**src/rtl/crc_fifo_timer_status_consts.vh**
```
`ifndef CRC_FIFO_TIMER_STATUS_CONSTS_VH
`define CRC_FIFO_TIMER_STATUS_CONSTS_VH

// ************************************************************
// Register indices (byte address is four times the index)
// ************************************************************
`define IDX_CRC_FIFO_TIMER_STATUS  6'h07
`define IDX_FIFO_THRESHOLD         6'h10
`define IDX_NEAR_EMPTY_LATCH       6'h11
`define IDX_EVENT_STATUS           6'h12
`define IDX_EVENT_MASK             6'h13

// ************************************************************
// Reset values
// ************************************************************
`define RST_CRC_FIFO_TIMER_STATUS  8'h21
`define RST_FIFO_THRESHOLD         6'h08
`define RST_EVENT_MASK             4'h0
`define RST_EVENT_LEVELS           4'h5

// ************************************************************
// Status register bit positions
// ************************************************************
`define BIT_CRC_RESULT_ZERO        6
`define BIT_CRC_DONE               5
`define BIT_ATTENTION              4
`define BIT_TIMER_ACTIVE           3
`define BIT_FIFO_NEAR_FULL         1
`define BIT_FIFO_NEAR_EMPTY        0

// ************************************************************
// Latch register bit positions
// ************************************************************
`define BIT_LATCH_SET_SELECT       7
`define BIT_LATCH_NEAR_EMPTY       2

// ************************************************************
// Event bit positions
// ************************************************************
`define EVT_CRC_DONE               0
`define EVT_FIFO_NEAR_FULL         1
`define EVT_FIFO_NEAR_EMPTY        2
`define EVT_ATTENTION              3

// ************************************************************
// FIFO geometry
// ************************************************************
`define FIFO_DEPTH                 8'h40

`endif

```
**src/rtl/crc_fifo_timer_status_register.v**
```verilog
// Contract
// - The status register sits at index 07h and resets to 21h.
// - Bit 6 is high when the CRC engine result equals zero.
// - The result-zero flag is held low while a CRC calculation is busy.
// - Bit 5 is set once the CRC calculation has finished.
// - Bit 4 is high while any pending request has its enable bit set.
// - Bit 3 is high while the timer unit is running.
// - In gated timer mode bit 3 follows the timer enable, not the gate level.
// - Bit 1 is high when 64 minus the fill count is at or below the threshold.
// - Bit 0 is high when the fill count is at or below the threshold.
// - Bits 7 and 2 read zero and host writes never change the status register.
// - A rise of near-empty sets a latched request cleared only through the set/clear select write.
`timescale 1ns/1ns
`include "crc_fifo_timer_status_consts.vh"

module crc_fifo_timer_status_register #(
    parameter IRQ_SRC_WIDTH = 11
) (
    // Clock and reset
    input  wire                     core_clk,
    input  wire                     reset_n,
    // Wishbone slave
    input  wire                     wbCyc,
    input  wire                     wbStb,
    input  wire                     wbWe,
    input  wire [7:0]               wbAdr,
    input  wire [3:0]               wbSel,
    input  wire [31:0]              wbDatIn,
    output reg  [31:0]              wbDatOut,
    output reg                      wbAck,
    // CRC engine state
    input  wire                     crcBusy,
    input  wire                     crcResultZero,
    input  wire                     crcDone,
    // Timer state
    input  wire                     timerRunning,
    input  wire                     timerEnabled,
    input  wire                     timerGatedMode,
    // FIFO state
    input  wire [6:0]               fifoFillCount,
    // Interrupt requests and enables
    input  wire [IRQ_SRC_WIDTH-1:0] irqPending,
    input  wire [IRQ_SRC_WIDTH-1:0] irqEnable,
    // Results
    output reg  [7:0]               statusFlags,
    output reg                      fifoNearEmptyLatch,
    output reg                      irq
);

    // ************************************************************
    // Declarations
    // ************************************************************
    localparam EVT_WIDTH = 4;

    reg  [7:0]           crcFifoTimerStatus_reg;
    reg  [7:0]           crcFifoTimerStatus_next;
    reg  [5:0]           fifoThreshold_reg;
    reg  [5:0]           fifoThreshold_next;
    reg                  nearEmptyLatch_reg;
    reg                  nearEmptyLatch_next;
    reg  [EVT_WIDTH-1:0] eventMask_reg;
    reg  [EVT_WIDTH-1:0] eventMask_next;
    reg  [31:0]          readData;
    reg                  liveResultZero;
    reg                  liveTimerActive;
    reg                  liveNearFull;
    reg                  liveNearEmpty;
    reg                  liveAttention;
    reg  [7:0]           fillCountWide;
    reg  [7:0]           freeSpace;
    reg  [7:0]           thresholdWide;
    wire                 busRequest;
    wire                 busWrite;
    wire                 busRead;
    wire [5:0]           wordIndex;
    wire                 lowLaneWrite;
    wire                 eventStatusRead;
    wire [EVT_WIDTH-1:0] eventLevels;
    wire [EVT_WIDTH-1:0] eventPulses;
    wire [EVT_WIDTH-1:0] eventStatus;
    wire                 eventIrq;
    wire                 nearEmptyRise;

    // ************************************************************
    // Decode helpers
    // ************************************************************
    function mapped;
        input [5:0] idx;
        begin
            mapped = (idx == `IDX_CRC_FIFO_TIMER_STATUS) ||
                     (idx == `IDX_FIFO_THRESHOLD) ||
                     (idx == `IDX_NEAR_EMPTY_LATCH) ||
                     (idx == `IDX_EVENT_STATUS) ||
                     (idx == `IDX_EVENT_MASK);
        end
    endfunction

    function hits;
        input [5:0] idx;
        input [5:0] target;
        begin
            hits = (idx == target);
        end
    endfunction

    // ************************************************************
    // Bus request decode
    // ************************************************************
    assign busRequest   = wbCyc & wbStb & ~wbAck;
    assign busWrite     = busRequest & wbWe;
    assign busRead      = busRequest & ~wbWe;
    assign wordIndex    = wbAdr[7:2];
    assign lowLaneWrite = busWrite & wbSel[0];

    assign eventStatusRead = busRead & hits(wordIndex, `IDX_EVENT_STATUS);

    // ************************************************************
    // Live flag evaluation
    // ************************************************************
    always @* begin
        fillCountWide = {1'b0, fifoFillCount};
        thresholdWide = {2'b00, fifoThreshold_reg};
        freeSpace     = `FIFO_DEPTH - fillCountWide;

        liveResultZero = crcResultZero & ~crcBusy;

        if (timerGatedMode) begin
            liveTimerActive = timerEnabled;
        end else begin
            liveTimerActive = timerRunning;
        end

        liveNearFull = (freeSpace <= thresholdWide);

        liveNearEmpty = (fillCountWide <= thresholdWide);

        liveAttention = |(irqPending & irqEnable);
    end

    // ************************************************************
    // Status register image
    // ************************************************************
    always @* begin
        crcFifoTimerStatus_next = 8'h00;
        crcFifoTimerStatus_next[`BIT_CRC_RESULT_ZERO] = liveResultZero;
        crcFifoTimerStatus_next[`BIT_CRC_DONE]        = crcDone & ~crcBusy;
        crcFifoTimerStatus_next[`BIT_ATTENTION]       = liveAttention;
        crcFifoTimerStatus_next[`BIT_TIMER_ACTIVE]    = liveTimerActive;
        crcFifoTimerStatus_next[`BIT_FIFO_NEAR_FULL]  = liveNearFull;
        crcFifoTimerStatus_next[`BIT_FIFO_NEAR_EMPTY] = liveNearEmpty;
    end

    // ************************************************************
    // Writable register next values
    // ************************************************************
    always @* begin
        fifoThreshold_next = fifoThreshold_reg;
        eventMask_next     = eventMask_reg;
        if (lowLaneWrite && hits(wordIndex, `IDX_FIFO_THRESHOLD)) begin
            fifoThreshold_next = wbDatIn[5:0];
        end
        if (lowLaneWrite && hits(wordIndex, `IDX_EVENT_MASK)) begin
            eventMask_next = wbDatIn[EVT_WIDTH-1:0];
        end
    end

    // ************************************************************
    // Latched near-empty request
    // ************************************************************
    always @* begin
        nearEmptyLatch_next = nearEmptyLatch_reg;
        if (lowLaneWrite && hits(wordIndex, `IDX_NEAR_EMPTY_LATCH) && wbDatIn[`BIT_LATCH_NEAR_EMPTY]) begin
            nearEmptyLatch_next = wbDatIn[`BIT_LATCH_SET_SELECT];
        end
        if (nearEmptyRise) begin
            nearEmptyLatch_next = 1'b1;
        end
    end

    // ************************************************************
    // Register read mux
    // ************************************************************
    always @* begin
        readData = 32'h00000000;
        case (wordIndex)
            `IDX_CRC_FIFO_TIMER_STATUS: begin
                readData[7:0] = crcFifoTimerStatus_reg;
            end
            `IDX_FIFO_THRESHOLD: begin
                readData[5:0] = fifoThreshold_reg;
            end
            `IDX_NEAR_EMPTY_LATCH: begin
                readData[`BIT_LATCH_NEAR_EMPTY] = nearEmptyLatch_reg;
            end
            `IDX_EVENT_STATUS: begin
                readData[EVT_WIDTH-1:0] = eventStatus;
            end
            `IDX_EVENT_MASK: begin
                readData[EVT_WIDTH-1:0] = eventMask_reg;
            end
            default: begin
                readData = 32'h00000000;
            end
        endcase
    end

    // ************************************************************
    // Clocked state
    // ************************************************************
    always @(posedge core_clk or negedge reset_n) begin
        if (!reset_n) begin
            crcFifoTimerStatus_reg <= `RST_CRC_FIFO_TIMER_STATUS;
            fifoThreshold_reg      <= `RST_FIFO_THRESHOLD;
            nearEmptyLatch_reg     <= 1'b0;
            eventMask_reg          <= `RST_EVENT_MASK;
        end else begin
            crcFifoTimerStatus_reg <= crcFifoTimerStatus_next;
            fifoThreshold_reg      <= fifoThreshold_next;
            nearEmptyLatch_reg     <= nearEmptyLatch_next;
            eventMask_reg          <= eventMask_next;
        end
    end

    // ************************************************************
    // Wishbone answer
    // ************************************************************
    always @(posedge core_clk or negedge reset_n) begin
        if (!reset_n) begin
            wbAck    <= 1'b0;
            wbDatOut <= 32'h00000000;
        end else begin
            wbAck <= busRequest;
            if (busRead && mapped(wordIndex)) begin
                wbDatOut <= readData;
            end else begin
                wbDatOut <= 32'h00000000;
            end
        end
    end

    // ************************************************************
    // Output copies
    // ************************************************************
    always @(posedge core_clk or negedge reset_n) begin
        if (!reset_n) begin
            statusFlags        <= `RST_CRC_FIFO_TIMER_STATUS;
            fifoNearEmptyLatch <= 1'b0;
            irq                <= 1'b0;
        end else begin
            statusFlags        <= crcFifoTimerStatus_next;
            fifoNearEmptyLatch <= nearEmptyLatch_next;
            irq                <= eventIrq;
        end
    end

    // ************************************************************
    // Event sources
    // ************************************************************
    assign eventLevels[`EVT_CRC_DONE]        = crcFifoTimerStatus_next[`BIT_CRC_DONE];
    assign eventLevels[`EVT_FIFO_NEAR_FULL]  = liveNearFull;
    assign eventLevels[`EVT_FIFO_NEAR_EMPTY] = liveNearEmpty;
    assign eventLevels[`EVT_ATTENTION]       = liveAttention;

    assign nearEmptyRise = eventPulses[`EVT_FIFO_NEAR_EMPTY];

    // Detector idles at the reset image levels, no false edge after reset
    rise_detect #(
        .WIDTH       (EVT_WIDTH),
        .RESET_LEVEL (`RST_EVENT_LEVELS)
    ) u_rise_detect (
        .core_clk  (core_clk),
        .reset_n   (reset_n),
        .levelIn   (eventLevels),
        .risePulse (eventPulses)
    );

    // ************************************************************
    // Interrupt status and mask
    // ************************************************************
    event_irq #(
        .WIDTH (EVT_WIDTH)
    ) u_event_irq (
        .core_clk    (core_clk),
        .reset_n     (reset_n),
        .eventPulse  (eventPulses),
        .clearStatus (eventStatusRead),
        .maskIn      (eventMask_reg),
        .eventStatus (eventStatus),
        .irq         (eventIrq)
    );

endmodule

```
**src/rtl/event_irq.v**
```verilog
`timescale 1ns/1ns

module event_irq #(
    parameter WIDTH = 4
) (
    // Clock and reset
    input  wire             core_clk,
    input  wire             reset_n,
    // Events and software control
    input  wire [WIDTH-1:0] eventPulse,
    input  wire             clearStatus,
    input  wire [WIDTH-1:0] maskIn,
    // Results
    output reg  [WIDTH-1:0] eventStatus,
    output reg              irq
);

    reg [WIDTH-1:0] statusNext;

    // ************************************************************
    // Sticky status, set wins over read clear
    // ************************************************************
    always @* begin
        statusNext = clearStatus ? eventPulse : (eventStatus | eventPulse);
    end

    always @(posedge core_clk or negedge reset_n) begin
        if (!reset_n) begin
            eventStatus <= {WIDTH{1'b0}};
            irq         <= 1'b0;
        end else begin
            eventStatus <= statusNext;
            irq         <= |(statusNext & maskIn);
        end
    end

endmodule

```
**src/rtl/rise_detect.v**
```verilog
`timescale 1ns/1ns

module rise_detect #(
    parameter             WIDTH       = 4,
    parameter [WIDTH-1:0] RESET_LEVEL = {WIDTH{1'b0}}
) (
    // Clock and reset
    input  wire             core_clk,
    input  wire             reset_n,
    // Levels and pulses
    input  wire [WIDTH-1:0] levelIn,
    output reg  [WIDTH-1:0] risePulse
);

    reg [WIDTH-1:0] levelDly_reg;

    // ************************************************************
    // Edge detection
    // ************************************************************
    genvar i;
    generate
        for (i = 0; i < WIDTH; i = i + 1) begin : gen_rise
            always @(posedge core_clk or negedge reset_n) begin
                if (!reset_n) begin
                    levelDly_reg[i] <= RESET_LEVEL[i];
                    risePulse[i]    <= 1'b0;
                end else begin
                    levelDly_reg[i] <= levelIn[i];
                    risePulse[i]    <= levelIn[i] & ~levelDly_reg[i];
                end
            end
        end
    endgenerate

endmodule

```
**config.mk**
```make
export PLATFORM = sky130hd
export DESIGN_NAME = crc_fifo_timer_status_register
export DESIGN_NICKNAME = d
export VERILOG_FILES = /design/src/rtl/crc_fifo_timer_status_register.v /design/src/rtl/event_irq.v /design/src/rtl/rise_detect.v
export VERILOG_INCLUDE_DIRS = /design/src /design/src/rtl
export SDC_FILE = /design/constraint.sdc
export NUM_CORES = 1
export LEC_CHECK = 0
export BUFFER_PORTS_ARGS = -buffer_cell sky130_fd_sc_hd__buf_4
export CORE_ASPECT_RATIO = 0.6
export CORE_MARGIN = 4
export CORE_UTILIZATION = 43
export DETAILED_ROUTE_END_ITERATION = 10
export PLACE_DENSITY = 0.86
export SKIP_LAST_GASP = 1
export SLEW_MARGIN = 25
export SYNTH_ARGS = -nofsm -noshare
export SYNTH_HDL_FRONTEND = slang
export SYNTH_SLANG_ARGS = --single-unit
```
**constraint.sdc**
```tcl
create_clock -name core_clk -period 2.39 [get_ports core_clk]
set_clock_uncertainty 0.05 [all_clocks]
set_input_delay 0.239 -clock core_clk [delete_from_list [all_inputs] [get_ports core_clk]]
set_output_delay 0.239 -clock core_clk [all_outputs]
set_load 0.1 [all_outputs]
```
==> reports/results.ini <==
[outcome]
status=completed

[worst_setup_path]
cp_max_fo=5
end_kind=flop
worstPathRequired_ns=2.51
crit_type=reg -> reg
critPathLaunchType=flop
crit_chain=or4bb_1 -> or4_1 -> a21o_1
crit_slowest_cell=or4_1
max_stage_delay_ns=0.62
critPathArrivalTime_ns=2.10

[cts]
clock_path_buffers=2
htreeDepth=2
cts_root_buffer=clkbuf_8
ctsResizeCount=0
cts_tree=built
clock_sinks=35
insertion_delay_ns=0.28
numCtsBuffers=5
cts.clk_slew.worst_paths_ns=0.07

[floorplan]
rows=19
die_w_um=97.6
die_h_um=61.8
start_util=0.450
core_area_um2=4610
io_pins=127
dieArea_um2=6030

[yosys]
synth.area.top_cells=dfrtp_1 (39%), buf_4 (9.8%), ha_1 (7.2%), mux2_2 (6.0%), dfstp_2 (3.8%)
ys.flop_type=dfrtp_1
synthMostInstantiatedCell=dfrtp_1
synth_enable_flop_cells=0
synth_common_cells=dfrtp_1 (32), buf_4 (27), a21oi_1 (12), ha_1 (12)
synth_warnings=0
netlist_area_um2=2070
synth_cells=199
yosys_register_bits=35
ys_seq_area_frac=0.424
synth.distinct_cells=46
synth_top_area_cell=dfrtp_1
synth_top_cell_area_share=0.386
syn_area_per_cell_um2=10.4
async_reset_ff_frac=1.00

[grt]
antenna_found_initial=0
grt_pass1_vias=1634
grt_overflow=0
grt_util_all_layers=0.163
grtUsageMet3=0.0524
grtUsageMet1=0.214
grt.busiest_layer=met2
use_met2=0.278
grt_start_max_net_pins=36
grt_pass1_wl_mm=7.64

[placement]
dp.cells=329
io_buffers=69
hpwl_mm=4.07
gp_congestion=0.906

[routing]
drt_pre_antenna_iters=4
drt_iter0_markers=99
drc_errors=0
viasPerCell=5.01
vias=1694
wirelength_mm=4.89
antenna_left=0
wire_per_inst_um=14.5

[sta]
drv_slew=0
fmax_mhz=506
layout_min_cycle_time_ns=1.98
setup_tns_ns=0
hold_violations=0
post-route-period-util=0.827
rsz0062_at_grt=no
whs_ns=0.0349
setup_viol=0

[final_layout]
largest_reg_flops=7
antenna_cells=0
utilization=0.575
area_delta_synth_final_pct=27.9
fin_cells=338
drive_above_1_share=0.349
fin_nets=370

[power_and_ir_drop]
p_leak_nw=1.28
power.density_nw_per_um2=562
max-vdd-ir-drop_uv=293

[flow_run]
cap_viol_max_count=0

[min_path]
min_path_type=in -> reg

[stage by stage]
| stage | cell area, µm² | total power (W) | setup slack (ns) |
|---|---|---|---|
| after floorplan | 2170 | 0.00100 | 0.0972 |
| after global placement | 2560 | 0.00108 | 0.297 |
| after detailed placement | 2560 | 0.00109 | 0.259 |
| after CTS | 2650 | 0.00150 | 0.440 |
| after global routing | 2650 | 0.00156 | 0.243 |
| final | 2650 | 0.00149 | 0.414 |
[report_power, final]
part | switching [W] | leakage (nW) | total (W) | internal [W]
registers | 0.0000150 | 0.439 | 0.000629 | 0.000614
clock network | 0.000209 | 0.0477 | 0.000408 | 0.000199
logic | 0.000340 | 0.791 | 0.000453 | 0.000113
[final timing paths]
check	start	endpoint	slack (ns)	cells past startpoint
worst max-delay path	wbAck$_DFF_PN0_	u_event_irq.eventStatus[0]$_DFF_PN0_	0.41	3
worst min-delay path	crcBusy	statusFlags[5]$_DFF_PN1_	0.03	2
worst max register to register	wbAck$_DFF_PN0_	u_event_irq.eventStatus[0]$_DFF_PN0_	0.41	3
worst min register to register	u_event_irq.irq$_DFF_PN0_	irq$_DFF_PN0_	0.30	0
max in group asynchronous	reset_n	fifoThreshold_reg[3]$_DFFE_PN1P_	1.57	2
min in group asynchronous	reset_n	u_event_irq.eventStatus[1]$_DFF_PN0_	0.39	2
[cells by family (layout without fill, tap and decap cells)]
logic type,count (synthesis),count (layout),synth area share
AND/OR/NAND/NOR,51,51,0.156
AO/OA/AOI/OAI,42,42,0.132
buffers and inverters,41,91,0.128
flip-flops,35,35,0.424
multiplexers,13,13,0.0694
adder cells (fa/ha/maj),12,12,0.0724
XOR/XNOR,4,4,0.0169
other,1,27,0.00181
[area by class of cell]
cell class | count | area (µm²)
flip-flops and latches | 35 | 880
well taps | 63 | 78.8
fillers | 418 | 1960
repair buffers | 72 | 543
clock buffers | 5 | 68.8
clock inverters | 3 | 15.0
inverters | 11 | 41.3
multi-input cells | 149 | 1030
[worst max-delay path, delay by kind of cell (launching register included)]
kind             cells  cell delay, ns
AO/OA/AOI/OAI        1            0.23
flip-flops           1            0.39
AND/OR/NAND/NOR      2            1.20
[cell usage in the layout, fill, tap and decap left out, types with 2 or more instances in the layout]
master,count
nand3b_1,2
ha_1,12
clkbuf_8,5
nor4_1,2
a21oi_1,12
a31oi_1,3
mux2i_1,2
or4_1,2
xnor2_1,3
inv_1,11
dfrtp_1,32
a22oi_1,9
nor2b_1,5
nor3_1,2
nand2_1,10
nor2_1,9
and3_1,2
dfstp_2,3
a21o_1,4
mux2_2,11
buf_4,71
conb_1,27
nand2b_1,2
o21ai_0,6
clkinv_2,3
nand3_1,5
[routing by layer]
metal	routed length, µm	vias up	share of wire
met1	2080	792	0.42
met3	474	2	0.097
met4	6	0	0.0012
li1	-	813	-
met5	0	-	0
met2	2330	87	0.48
[what timing repair did]
item | 4_1_cts | 5_1_grt
buffers inserted | 0 | 0
endpoints found under the hold margin | 32 | 0
hold buffers | 1 | 0
Note: power is estimated with default switching activity, not from simulation.
